<file path="src/logic/tsf_pkg.sv">
/*
 * package for the timer channel status and interrupt-enable flag block.
 * assumes an apb slave with 32-bit data; registers sit in the low byte.
 */
package tsf_pkg;

  // ****************************************
  // register map (byte addresses)
  // ****************************************
  localparam logic [3:0] TSF_OFS_IRQ_EN_A = 4'h0;
  localparam logic [3:0] TSF_OFS_IRQ_EN_B = 4'h4;
  localparam logic [3:0] TSF_OFS_STATUS_A = 4'h8;
  localparam logic [3:0] TSF_OFS_STATUS_B = 4'hC;

  // ****************************************
  // reset values and fixed-one masks
  // ****************************************
  localparam logic [7:0] TSF_RST_IRQ_EN_A = 8'hE0;
  localparam logic [7:0] TSF_RST_IRQ_EN_B = 8'hF0;
  localparam logic [7:0] TSF_RST_STATUS_A = 8'hE0;
  localparam logic [7:0] TSF_RST_STATUS_B = 8'hF0;
  localparam int TSF_A_BITS = 5;
  localparam int TSF_B_BITS = 4;

  // ****************************************
  // field positions
  // ****************************************
  localparam int TSF_BIT_OVF = 4;
  localparam int TSF_BIT_DCMP_HI = 3;
  localparam int TSF_BIT_DCMP_LO = 2;
  localparam int TSF_BIT_GEN_HI = 1;
  localparam int TSF_BIT_GEN_LO = 0;

  // ****************************************
  // counter
  // ****************************************
  localparam int TSF_CNT_W = 16;
  localparam logic [15:0] TSF_CNT_MAX = 16'hFFFF;
  localparam logic [15:0] TSF_CNT_ZERO = 16'h0000;

endpackage

</file>
<file path="src/logic/tsf_flags.sv">
/*
 * status flags and interrupt enables of timer channel 1, both register sets.
 * assumes: apb master on the core clock; match, capture and transfer-controller
 * start strobes are single-cycle pulses from logic on the same clock.
 */
// The address map and the APB slave port are this design's own decisions.
`timescale 1ns/10ps

// How it works
// - enable b bit 3 gates the dedicated compare 4 interrupt, reset 0.
// - enable b bit 2 gates the dedicated compare 3 interrupt, reset 0.
// - enable b bit 1 gates the general register 4 interrupt, reset 0.
// - enable b bit 0 gates the general register 3 interrupt, reset 0.
// - an interrupt request is raised while a flag and its enable are both 1.
// - status a bits 7 to 5 read as 1 and are read-only.
// - status a bit 4 sets when the 16-bit counter wraps from maximum to zero.
// - a flag clears on a 0 write after it was read as 1; resets to 0.
// - status a bit 3 sets on counter equal to dedicated register 2.
// - status a bit 2 sets on counter equal to dedicated register 1.
// - status a bit 1 sets on general register 2 match or capture.
// - status a bit 0 sets on general register 1 match or capture.
// - match and capture flags clear when their interrupt starts a transfer.
// - channel 1 carries two status registers, a and b.
// - status b bits 7 to 4 read as 1, read-only; bits 3 to 0 reset 0.
// - status b bit 3 sets on counter equal to dedicated register 4.
// - status b bit 2 sets on counter equal to dedicated register 3.
// - status b bit 1 sets on general register 4 match or capture.
// - status b bit 0 sets on general register 3 match or capture.
module tsf_flags
  import tsf_pkg::*;
(
  input wire logic I_CORE_CLK,
  input wire logic I_ARST_N,
  // apb slave
  input wire logic i_psel,
  input wire logic i_penable,
  input wire logic i_pwrite,
  input wire logic [11:0] i_paddr,
  input wire logic [31:0] i_pwdata,
  input wire logic [3:0] i_pstrb,
  output logic o_prdata_unused_guard,
  output logic [31:0] O_PRDATA,
  output logic O_PREADY,
  output logic O_PSLVERR,
  // counter and event strobes
  input wire logic [15:0] I_COUNT,
  input wire logic I_COUNT_TICK,
  input wire logic I_DCMP_1_MATCH,
  input wire logic I_DCMP_2_MATCH,
  input wire logic I_DCMP_3_MATCH,
  input wire logic I_DCMP_4_MATCH,
  input wire logic I_GEN_1_EVENT,
  input wire logic I_GEN_2_EVENT,
  input wire logic I_GEN_3_EVENT,
  input wire logic I_GEN_4_EVENT,
  // transfer-controller starts, one per match or capture source
  input wire logic [3:0] I_XFER_START_A,
  input wire logic [3:0] I_XFER_START_B,
  // interrupt requests
  output logic [4:0] O_IRQ_A,
  output logic [3:0] O_IRQ_B
);

  // ****************************************
  // state
  // ****************************************
  logic [4:0] irq_en_a_q;
  logic [3:0] irq_en_b_q;
  logic [4:0] status_a_q;
  logic [3:0] status_b_q;
  logic [4:0] armed_a_q;
  logic [3:0] armed_b_q;
  logic [15:0] count_prev_q;
  logic [4:0] set_a;
  logic [3:0] set_b;
  logic [4:0] clr_a;
  logic [3:0] clr_b;
  logic [4:0] dtc_a;
  logic access;
  logic wr_ok;
  logic hit_ena;
  logic hit_enb;
  logic hit_sta;
  logic hit_stb;
  logic mapped;
  logic [7:0] rd_byte;
  logic wr_ena;
  logic wr_enb;
  logic wr_sta;
  logic wr_stb;
  logic rd_sta_setup;
  logic rd_stb_setup;
  logic wrap_seen;
  logic [7:0] byte_ena;
  logic [7:0] byte_enb;
  logic [7:0] byte_sta;
  logic [7:0] byte_stb;
  // named fields of the four registers
  logic overflow_flag;
  logic dedicated_cmp_2_flag;
  logic dedicated_cmp_1_flag;
  logic general_2_event_flag;
  logic general_1_event_flag;
  logic dedicated_cmp_4_flag;
  logic dedicated_cmp_3_flag;
  logic general_4_event_flag;
  logic general_3_event_flag;
  logic overflow_irq_en;
  logic dedicated_cmp_2_irq_en;
  logic dedicated_cmp_1_irq_en;
  logic general_2_irq_en;
  logic general_1_irq_en;
  logic dedicated_cmp_4_irq_en;
  logic dedicated_cmp_3_irq_en;
  logic general_4_irq_en;
  logic general_3_irq_en;

  // ****************************************
  // apb decode
  // ****************************************
  // single-cycle access phase: pready is registered high on the setup edge, so every access ends
  // in its first penable cycle
  assign access = i_psel & i_penable;
  assign hit_ena = (i_paddr[11:4] == 8'h00) && (i_paddr[3:0] == TSF_OFS_IRQ_EN_A);
  assign hit_enb = (i_paddr[11:4] == 8'h00) && (i_paddr[3:0] == TSF_OFS_IRQ_EN_B);
  assign hit_sta = (i_paddr[11:4] == 8'h00) && (i_paddr[3:0] == TSF_OFS_STATUS_A);
  assign hit_stb = (i_paddr[11:4] == 8'h00) && (i_paddr[3:0] == TSF_OFS_STATUS_B);
  assign mapped = hit_ena | hit_enb | hit_sta | hit_stb;
  // only byte lane 0 carries register data
  assign wr_ok = access & i_pwrite & mapped & i_pstrb[0];
  assign wr_ena = wr_ok & hit_ena;
  assign wr_enb = wr_ok & hit_enb;
  assign wr_sta = wr_ok & hit_sta;
  assign wr_stb = wr_ok & hit_stb;
  // arming happens on the setup edge, the edge that latches the read data,
  // so only bits the master really saw as 1 can be cleared later
  assign rd_sta_setup = i_psel & ~i_penable & ~i_pwrite & hit_sta;
  assign rd_stb_setup = i_psel & ~i_penable & ~i_pwrite & hit_stb;

  // ****************************************
  // event sources
  // ****************************************
  always_ff @(posedge I_CORE_CLK or negedge I_ARST_N) begin
    if (!I_ARST_N) begin
      count_prev_q <= TSF_CNT_ZERO;
    end else begin
      count_prev_q <= I_COUNT;
    end
  end

  // wrap seen as max followed by zero on a counting tick
  assign wrap_seen = I_COUNT_TICK && (count_prev_q == TSF_CNT_MAX)
                     && (I_COUNT == TSF_CNT_ZERO);

  always_comb begin
    set_a = '0;
    set_b = '0;
    set_a[TSF_BIT_OVF] = wrap_seen;
    set_a[TSF_BIT_DCMP_HI] = I_DCMP_2_MATCH;
    set_a[TSF_BIT_DCMP_LO] = I_DCMP_1_MATCH;
    set_a[TSF_BIT_GEN_HI] = I_GEN_2_EVENT;
    set_a[TSF_BIT_GEN_LO] = I_GEN_1_EVENT;
    set_b[TSF_BIT_DCMP_HI] = I_DCMP_4_MATCH;
    set_b[TSF_BIT_DCMP_LO] = I_DCMP_3_MATCH;
    set_b[TSF_BIT_GEN_HI] = I_GEN_4_EVENT;
    set_b[TSF_BIT_GEN_LO] = I_GEN_3_EVENT;
  end

  // ****************************************
  // clear terms
  // ****************************************
  // overflow has no transfer-controller clear
  assign dtc_a = {1'b0, I_XFER_START_A};

  always_comb begin
    // a 0 clears only a bit armed by an earlier read of 1; writing 1 does
    // nothing
    clr_a = '0;
    clr_b = '0;
    if (wr_sta) begin
      clr_a = armed_a_q & ~i_pwdata[TSF_A_BITS-1:0];
    end
    if (wr_stb) begin
      clr_b = armed_b_q & ~i_pwdata[TSF_B_BITS-1:0];
    end
    clr_a = clr_a | (dtc_a & status_a_q);
    clr_b = clr_b | (I_XFER_START_B & status_b_q);
  end

  // ****************************************
  // flags, two register sets
  // ****************************************
  always_ff @(posedge I_CORE_CLK or negedge I_ARST_N) begin
    if (!I_ARST_N) begin
      status_a_q <= '0;
    end else begin
      // set term last so it wins over the clear
      status_a_q <= (status_a_q & ~clr_a) | set_a;
    end
  end

  always_ff @(posedge I_CORE_CLK or negedge I_ARST_N) begin
    if (!I_ARST_N) begin
      status_b_q <= '0;
    end else begin
      status_b_q <= (status_b_q & ~clr_b) | set_b;
    end
  end

  // read-of-one arming; a flag dropped by other means disarms itself
  always_ff @(posedge I_CORE_CLK or negedge I_ARST_N) begin
    if (!I_ARST_N) begin
      armed_a_q <= '0;
    end else begin
      if (rd_sta_setup) begin
        armed_a_q <= status_a_q & ~clr_a;
      end else begin
        armed_a_q <= armed_a_q & status_a_q & ~clr_a;
      end
    end
  end

  always_ff @(posedge I_CORE_CLK or negedge I_ARST_N) begin
    if (!I_ARST_N) begin
      armed_b_q <= '0;
    end else begin
      if (rd_stb_setup) begin
        armed_b_q <= status_b_q & ~clr_b;
      end else begin
        armed_b_q <= armed_b_q & status_b_q & ~clr_b;
      end
    end
  end

  // ****************************************
  // interrupt enables
  // ****************************************
  always_ff @(posedge I_CORE_CLK or negedge I_ARST_N) begin
    if (!I_ARST_N) begin
      irq_en_a_q <= '0;
    end else begin
      if (wr_ena) begin
        irq_en_a_q <= i_pwdata[TSF_A_BITS-1:0];
      end
    end
  end

  always_ff @(posedge I_CORE_CLK or negedge I_ARST_N) begin
    if (!I_ARST_N) begin
      irq_en_b_q <= '0;
    end else begin
      if (wr_enb) begin
        irq_en_b_q <= i_pwdata[TSF_B_BITS-1:0];
      end
    end
  end

  // ****************************************
  // named fields
  // ****************************************
  assign overflow_flag = status_a_q[TSF_BIT_OVF];
  assign dedicated_cmp_2_flag = status_a_q[TSF_BIT_DCMP_HI];
  assign dedicated_cmp_1_flag = status_a_q[TSF_BIT_DCMP_LO];
  assign general_2_event_flag = status_a_q[TSF_BIT_GEN_HI];
  assign general_1_event_flag = status_a_q[TSF_BIT_GEN_LO];
  assign dedicated_cmp_4_flag = status_b_q[TSF_BIT_DCMP_HI];
  assign dedicated_cmp_3_flag = status_b_q[TSF_BIT_DCMP_LO];
  assign general_4_event_flag = status_b_q[TSF_BIT_GEN_HI];
  assign general_3_event_flag = status_b_q[TSF_BIT_GEN_LO];
  assign overflow_irq_en = irq_en_a_q[TSF_BIT_OVF];
  assign dedicated_cmp_2_irq_en = irq_en_a_q[TSF_BIT_DCMP_HI];
  assign dedicated_cmp_1_irq_en = irq_en_a_q[TSF_BIT_DCMP_LO];
  assign general_2_irq_en = irq_en_a_q[TSF_BIT_GEN_HI];
  assign general_1_irq_en = irq_en_a_q[TSF_BIT_GEN_LO];
  assign dedicated_cmp_4_irq_en = irq_en_b_q[TSF_BIT_DCMP_HI];
  assign dedicated_cmp_3_irq_en = irq_en_b_q[TSF_BIT_DCMP_LO];
  assign general_4_irq_en = irq_en_b_q[TSF_BIT_GEN_HI];
  assign general_3_irq_en = irq_en_b_q[TSF_BIT_GEN_LO];

  // ****************************************
  // interrupt requests
  // ****************************************
  // registered for a clean output; request trails the flag by one cycle
  always_ff @(posedge I_CORE_CLK or negedge I_ARST_N) begin
    if (!I_ARST_N) begin
      O_IRQ_A <= '0;
      O_IRQ_B <= '0;
    end else begin
      O_IRQ_A[TSF_BIT_OVF] <= overflow_flag & overflow_irq_en;
      O_IRQ_A[TSF_BIT_DCMP_HI] <= dedicated_cmp_2_flag & dedicated_cmp_2_irq_en;
      O_IRQ_A[TSF_BIT_DCMP_LO] <= dedicated_cmp_1_flag & dedicated_cmp_1_irq_en;
      O_IRQ_A[TSF_BIT_GEN_HI] <= general_2_event_flag & general_2_irq_en;
      O_IRQ_A[TSF_BIT_GEN_LO] <= general_1_event_flag & general_1_irq_en;
      O_IRQ_B[TSF_BIT_DCMP_HI] <= dedicated_cmp_4_flag & dedicated_cmp_4_irq_en;
      O_IRQ_B[TSF_BIT_DCMP_LO] <= dedicated_cmp_3_flag & dedicated_cmp_3_irq_en;
      O_IRQ_B[TSF_BIT_GEN_HI] <= general_4_event_flag & general_4_irq_en;
      O_IRQ_B[TSF_BIT_GEN_LO] <= general_3_event_flag & general_3_irq_en;
    end
  end

  // ****************************************
  // read data and bus answer
  // ****************************************
  // fixed-one bits are or-ed in here, so no write can ever reach them
  assign byte_ena = TSF_RST_IRQ_EN_A | {3'h0, irq_en_a_q};
  assign byte_enb = TSF_RST_IRQ_EN_B | {4'h0, irq_en_b_q};
  assign byte_sta = TSF_RST_STATUS_A | {3'h0, status_a_q};
  assign byte_stb = TSF_RST_STATUS_B | {4'h0, status_b_q};

  always_comb begin
    rd_byte = 8'h00;
    if (hit_ena) begin
      rd_byte = byte_ena;
    end else if (hit_enb) begin
      rd_byte = byte_enb;
    end else if (hit_sta) begin
      rd_byte = byte_sta;
    end else if (hit_stb) begin
      rd_byte = byte_stb;
    end
  end

  // data is launched in the setup cycle so it is stable when pready is seen
  always_ff @(posedge I_CORE_CLK or negedge I_ARST_N) begin
    if (!I_ARST_N) begin
      O_PRDATA <= '0;
      O_PSLVERR <= 1'b0;
      O_PREADY <= 1'b0;
    end else begin
      O_PREADY <= i_psel & ~i_penable;
      O_PSLVERR <= i_psel & ~i_penable & ~mapped;
      if (i_psel && !i_penable && !i_pwrite) begin
        O_PRDATA <= {24'h00_0000, rd_byte};
      end
    end
  end

  always_ff @(posedge I_CORE_CLK or negedge I_ARST_N) begin
    if (!I_ARST_N) begin
      o_prdata_unused_guard <= 1'b0;
    end else begin
      o_prdata_unused_guard <= 1'b0;
    end
  end

endmodule

</file>
<file path="config.mk">
export PLATFORM = sky130hd
export DESIGN_NAME = tsf_flags
export DESIGN_NICKNAME = d
export VERILOG_FILES = /design/src/logic/tsf_pkg.sv /design/src/logic/tsf_flags.sv
export SDC_FILE = /design/constraint.sdc
export NUM_CORES = 1
export LEC_CHECK = 0
export BUFFER_PORTS_ARGS = -buffer_cell sky130_fd_sc_hd__buf_2
export CAP_MARGIN = 20
export CORE_UTILIZATION = 40
export CTS_BUF_LIST = sky130_fd_sc_hd__clkbuf_4
export DETAILED_ROUTE_END_ITERATION = 10
export PLACE_DENSITY = 0.7
export REMOVE_ABC_BUFFERS = 1
export SYNTH_ARGS = -nofsm -noshare
export SYNTH_HDL_FRONTEND = slang
export SYNTH_SLANG_ARGS = --single-unit
</file>
<file path="constraint.sdc">
create_clock -name I_CORE_CLK -period 1.43 [get_ports I_CORE_CLK]
set_input_delay 0.0715 -clock I_CORE_CLK [delete_from_list [all_inputs] [get_ports I_CORE_CLK]]
set_output_delay 0.0715 -clock I_CORE_CLK [all_outputs]
set_load 0.03 [all_outputs]
</file>
==> results of run 1 <==
path summary, 6_finish.rpt:
kind | from | endpoint | slack, ps | cells after the start
min in group asynchronous | I_ARST_N | O_PRDATA[0] | 200 | 3
worst max-delay path | I_COUNT[12] | status_a_q[4] | 30 | 6
worst max register to register | status_a_q[0] | O_PRDATA[0] | 210 | 3
max in group asynchronous | I_ARST_N | irq_en_b_q[2] | 950 | 3
worst min-delay path | i_paddr[0] | O_PRDATA[0] | 40 | 4
worst min register to register | O_PRDATA[4] | O_PRDATA[4] | 490 | 2
cells by family (layout without fill, tap and decap cells):
group | Yosys count | after routing | share of synthesized area [%]
simple gates | 87 | 87 | 20.8
buf+inv | 32 | 146 | 9.37
compound gates | 17 | 17 | 4.13
mux | 13 | 13 | 7.93
flops | 60 | 60 | 57.6
other cells | 1 | 25 | 0.144
cell usage after synthesis (all sizes together):
| master | n | area [µm²] |
|---|---|---|
| clkbuf | 1 | 3.75 |
| o21ai | 8 | 40.0 |
| nand3 | 3 | 15.0 |
| inv | 1 | 3.75 |
| dfrtp | 60 | 1500 |
| nor4b | 2 | 17.5 |
| buf | 30 | 236 |
| nand4 | 10 | 62.6 |
| and4 | 4 | 37.5 |
| nor2 | 14 | 52.6 |
| nand2b | 11 | 68.8 |
| conb | 1 | 3.75 |
| nand2 | 6 | 22.5 |
| nor3b | 8 | 60.1 |
| a211oi | 1 | 7.51 |
| mux4 | 4 | 90.1 |
| nor2b | 3 | 18.8 |
| or2 | 1 | 6.26 |
| and2 | 10 | 62.6 |
| o31ai | 1 | 7.51 |
| or4 | 1 | 7.51 |
| mux2 | 9 | 116 |
| nor4bb | 1 | 10.0 |
| nor3 | 9 | 45.0 |
| nor4 | 4 | 55.1 |
| o21bai | 7 | 52.6 |
sequential cells by signal, summed over array words and instances, names as in the netlist:
name	flops
O_IRQ_A	5
O_IRQ_B	4
O_PRDATA	6
O_PREADY	1
O_PSLVERR	1
armed_a_q	5
armed_b_q	4
count_prev_q	16
irq_en_a_q	5
irq_en_b_q	4
status_a_q	5
status_b_q	4
power groups by stage:
| stage | Sequential (µW) | Combinational (µW) | Clock (µW) |
|---|---|---|---|
| final | 1760 | 416 | 1200 |
| after global routing | 1760 | 460 | 1330 |
| after CTS | 1760 | 415 | 1240 |
| after detailed placement | 1790 | 329 | 0 |
| after global placement | 1790 | 324 | 0 |
| after floorplan | 1790 | 150 | 0 |
per-stage QoR:
step	setup TNS, ps	total power, µW	instances	area (µm²)	hold WS, ps
finish	0	3370	425	3600	37.8
global route	0	3550	425	3600	26.5
CTS	0	3410	425	3600	9.64
detailed placement	-2770	2120	367	3030	100
global placement	-2410	2110	367	3030	99.2
floorplan	0	1940	203	2450	-224
routing by layer:
metal  global-route usage, %  routed length (µm)  vias up
met4                    6.21                  55        0
met2                    29.6                2790       63
li1                        -                   -      956
met3                    4.07                 267        6
met5                       0                   0        -
met1                    23.6                2540      948
timing repair:
| action | 4_1_cts | 5_1_grt |
|---|---|---|
| endpoints found under the hold margin | 106 | 0 |
| setup endpoints to repair | 0 | 1 |
| buffers inserted | 0 | 0 |
| resized for setup | 0 | 1 |
| hold buffers | 42 | 0 |
cell type report:
type                    instances  share of cell area (%)
repair buffers                129                    25.0
multi-input cells             142                    26.5
well taps                      77                    2.67
clock buffers                   9                    1.88
inverters                       1                   0.104
clock inverters                 7                    2.12
flip-flops and latches         60                    41.7
critical path: stages:
cell           delay, ps
dlygate4sd3_1        540
buf_2                130
nor4_2               210
nand4_1              110
or4_1                520
o21ai_0              140
==> flow_summary.toml, run 1 <==
[outcome]
status = "finished, final reports clean"

[yosys]
synthesis.area_um2 = 2600
syn_inst = 210
ys_seq_area_share_pct = 57.6
synth.avg_cell_area_um2 = 12.4
ys_seq_elements = 60
synth_cell_types = 30
yosysWarnings = 0

[timing]
rsz0062_at_grt = "no"
hold_viol = 0
setup_viol = 0
fmax_mhz = 715
worst_slack_ps = 30.9
clock_skew_ps = 17.2
slew_violations = 0
fin_crit_sh_pct = 97.8
fin_crit_ps = 1400

[pwr]
seq_power_share_pct = 52.1
power.share.clock_pct = 35.6
vdd_drop_max_uv = 498
power.density_nw_per_um2 = 936
p_leak_uw = 0.00175
internal_power_uw = 2470
power.switching_uw = 905
combPwrFrac_pct = 12.3
p_sw_share_pct = 26.8

[die]
chipHeight_um = 82.7
dieArea_um2 = 6840
core_um2 = 6310
dieWidth_um = 82.7
ios = 130
start_util_pct = 41.3
rows = 29

[global_route]
grt_max_degree = 61
grt_first_pass_wirelength_mm = 8.94
overflow = 0
antenna_found_initial = 0
track_usage_pct = 18.1
grt_pass1_vias = 1902

[drt]
antenna_left = 0
wl_mm = 5.66
wl_per_cell_um = 13.3
routed_via_density = 4.64
num_vias = 1973
route.detailed.drc = 0
dr.first_iter.drc_count = 80
first_pass_iters = 4

[layout]
layout-drive-gt1-share_pct = 34.8
fillers = 567
seqCellArea_um2 = 1500
layout_commonest_cell = "buf_2"
final_util_pct = 57.1
final_nets = 429
multi_input_area_um2 = 956
area_delta_synth_final_pct = 38.3
layout_common_cells = "buf_2, dfrtp_1, dlygate4sd3_1"
antenna_cells = 0

[critical_path]
critPathKind = "in -> reg"
setup.worst_path.start_class = "input port"
path_max_fanout = 2
worstSetupEndpointType = "register"
cp_data_arrival_time_ps = 1720
required_ps = 1750

[cts]
path_clk_slew_ps = 120
cts_buffers = 9
clk_latency_ps = 390
cts_max_path_buffers = 2
cts.sinks = 60
cts_tree = "done"
cts-htree-levels = 3
cts-root-buf = "clkbuf_4"

[place]
pre_cts_ws_ps = -166
port_buffers = 74
place_congestion = 0.772
post-dp-hpwl_mm = 3.89

[job]
maxCapViolCount = 0

[min_path]
min_path_type = "in -> reg"
Power figures use the tool's default switching activity.
==> run 2: changes to the inputs <==
- ABC_AREA: not set -> 1
- PLACE_DENSITY: 0.7 -> 0.69
==> flow_summary.toml, run 2 <==
[critical_path]
setup.worst_path.start_class = "input port"
path_max_fanout = 11
r2r_start = "armed_b_q[0]"
critPathKind = "in -> reg"
r2r_end = "status_b_q[0]"
rrSetupSlack_ps = 100
cp_data_arrival_time_ps = 1650
worstSetupEndpointType = "register"
required_ps = 1740
reg2reg_depth = 6

[pwr]
p_leak_uw = 0.00212
power.density_nw_per_um2 = 885
p_sw_share_pct = 28.2
power.share.clock_pct = 36.0
power.total_uw = 3410
internal_power_uw = 2450
vdd_drop_max_uv = 477
seq_power_share_pct = 51.6
combPwrFrac_pct = 12.5
power.switching_uw = 964

[place]
post-dp-hpwl_mm = 4.28
port_buffers = 74
place_congestion = 0.818
dp.cells = 498
pre_cts_ws_ps = 66.6

[timing]
fin_crit_ps = 1340
clock_skew_ps = 8.59
worst_slack_ps = 88.0
slew_violations = 0
rsz0062_at_grt = "yes"
fmax_mhz = 745
hold_viol = 0
fin_crit_sh_pct = 93.8
setup_viol = 0

[layout]
layout_common_cells = "buf_2, nand2_1, dfrtp_1"
final_util_pct = 56.5
antenna_cells = 0
top_register = "count_prev_q"
largestRegisters = "count_prev_q x16, O_PRDATA x6"
instances_no_fill = 558
area_delta_synth_final_pct = 36.3
layout-drive-gt1-share_pct = 26.0
layout_commonest_cell = "buf_2"
final_nets = 543
fillers = 636
largest_register_ffs = 16

[cts]
cts_tree = "done"
cts-root-buf = "clkbuf_4"
cts.sinks = 60
cts_max_path_buffers = 2
clk_latency_ps = 420
cts-htree-levels = 3
path_clk_slew_ps = 110
cts_buffers = 9

[yosys]
ys_seq_area_share_pct = 53.1
synth_ff_type = "dfrtp_1"
yosys.area.top_type = "dfrtp_1"
syn_inst = 325
ys_seq_elements = 60
async_flop_share_pct = 100
synthesis.area_um2 = 2830
synth_cell_types = 27
synth.top_cells.by_count = "nand2_1, dfrtp_1, inv_1"
synth-edff-count = 0
synth.avg_cell_area_um2 = 8.71
netlist_top_cells_area = "dfrtp_1, nand2_1, buf_4"
yosysWarnings = 0
synth_top_area_share_pct = 53.1
yosysMostFrequentCell = "nand2_1"

[global_route]
grt_pass1_vias = 2338
track_usage_pct = 18.6
grt_first_pass_wirelength_mm = 10.4
overflow = 0
grt_max_degree = 61
antenna_found_initial = 0

[drt]
antenna_left = 0
first_pass_iters = 4
num_vias = 2408
routed_via_density = 4.32
route.detailed.drc = 0
dr.first_iter.drc_count = 103
wl_per_cell_um = 11.1
wl_mm = 6.21

[die]
core_um2 = 6830
dieArea_um2 = 7420
start_util_pct = 41.4
dieWidth_um = 86.1
rows = 30
chipHeight_um = 86.1
ios = 130

[min_path]
hold_path_end = "status_a_q[4]"
hp-start = "I_COUNT_TICK"
whs_path_depth = 6
min_path_type = "in -> reg"

[job]
maxCapViolCount = 0

[outcome]
status = "finished, final reports clean"
==> run 2: changes by cell type in the layout (fill, tap and decap cells not counted), sizes merged, moves of 7 or more <==
| cell | change |
|---|---|
| nor2 | +28 |
| nand3 | +12 |
| and2 | -10 |
| inv | +53 |
| nand2 | +73 |
| mux2 | -8 |
| nor3b | -7 |
| o21bai | -7 |
| nand2b | -11 |
| nand4 | +10 |
==> run 2: power groups by stage <==
stage | logic (µW) | clock network (µW) | registers [µW]
2_1_floorplan | 165 | 0 | 1790
3_3_place_gp | 326 | 0 | 1790
3_5_place_dp | 331 | 0 | 1790
4_1_cts | 432 | 1260 | 1760
5_1_grt | 471 | 1340 | 1770
6_report | 425 | 1230 | 1760
==> run 2: worst max-delay path by stage <==
| stage | end | depth (start not counted) | start |
|---|---|---|---|
| floorplan | irq_en_b_q[0] | 8 | i_paddr[11] |
| detailed placement | irq_en_b_q[2] | 9 | i_paddr[0] |
| global placement | irq_en_b_q[3] | 9 | i_paddr[0] |
| global route | status_b_q[0] | 11 | i_paddr[11] |
| finish | status_b_q[0] | 11 | i_paddr[11] |
| CTS | status_b_q[0] | 11 | i_paddr[11] |
==> run 2: what timing repair did <==
| item | in CTS | in global routing |
|---|---|---|
| endpoints found under the hold margin | 107 | 0 |
| gates resized for setup | 0 | 5 |
| endpoints found under the setup margin | 0 | 5 |
| hold buffers | 47 | 0 |
| buffers inserted | 0 | 1 |
==> run 2: per-stage QoR <==
stage / hold WS [ps] / instance area (µm²) / setup TNS, ps
floorplan: -224 / 2670 / -843
global placement: 98.3 / 3250 / 0
detailed placement: 102 / 3250 / 0
CTS: 88.5 / 3870 / 0
global route: 104 / 3860 / -37.9
finish: 98.1 / 3860 / 0
==> run 2: layout make-up <==
| type | instances | area [µm²] | share of cell area, % |
|---|---|---|---|
| Sequential cell | 60 | 1500 | 38.9 |
| Inverter | 55 | 211 | 5.48 |
| Timing Repair Buffer | 129 | 907 | 23.5 |
| Clock inverter | 7 | 77.6 | 2.01 |
| Clock buffer | 9 | 67.6 | 1.75 |
| Tap cell | 96 | 120 | 3.11 |
| Multi-Input combinational cell | 202 | 973 | 25.2 |
==> run 2: logic make-up after synthesis <==
| kind of cell | after synthesis | synth area share [%] |
|---|---|---|
| muxes | 1 | 0.398 |
| AOI/OAI and AO/OA | 9 | 1.59 |
| and+or+nand+nor | 167 | 28.5 |
| DFF | 60 | 53.1 |
| other | 1 | 0.132 |
| buffers and inverters | 87 | 16.4 |
==> run 2: metal layers <==
| layer | global-route usage (%) | share of wire [%] | vias to the layer above |
|---|---|---|---|
| li1 | - | - | 1220 |
| met1 | 22.2 | 42 | 1103 |
| met2 | 31.1 | 50 | 74 |
| met3 | 4.52 | 6.0 | 11 |
| met4 | 9.55 | 2.2 | 0 |
| met5 | 0 | 0 | - |
==> run 2: critical path, cell delays in order <==
cell and delay, ps:
buf_2 90, nor2_1 110, nand2_1 100, nor2_4 160, buf_6 170, nand2_4 60, nor2_4 120, nand4_1 100
nand2_1 90, nand2_1 50, dlygate4sd3_1 540
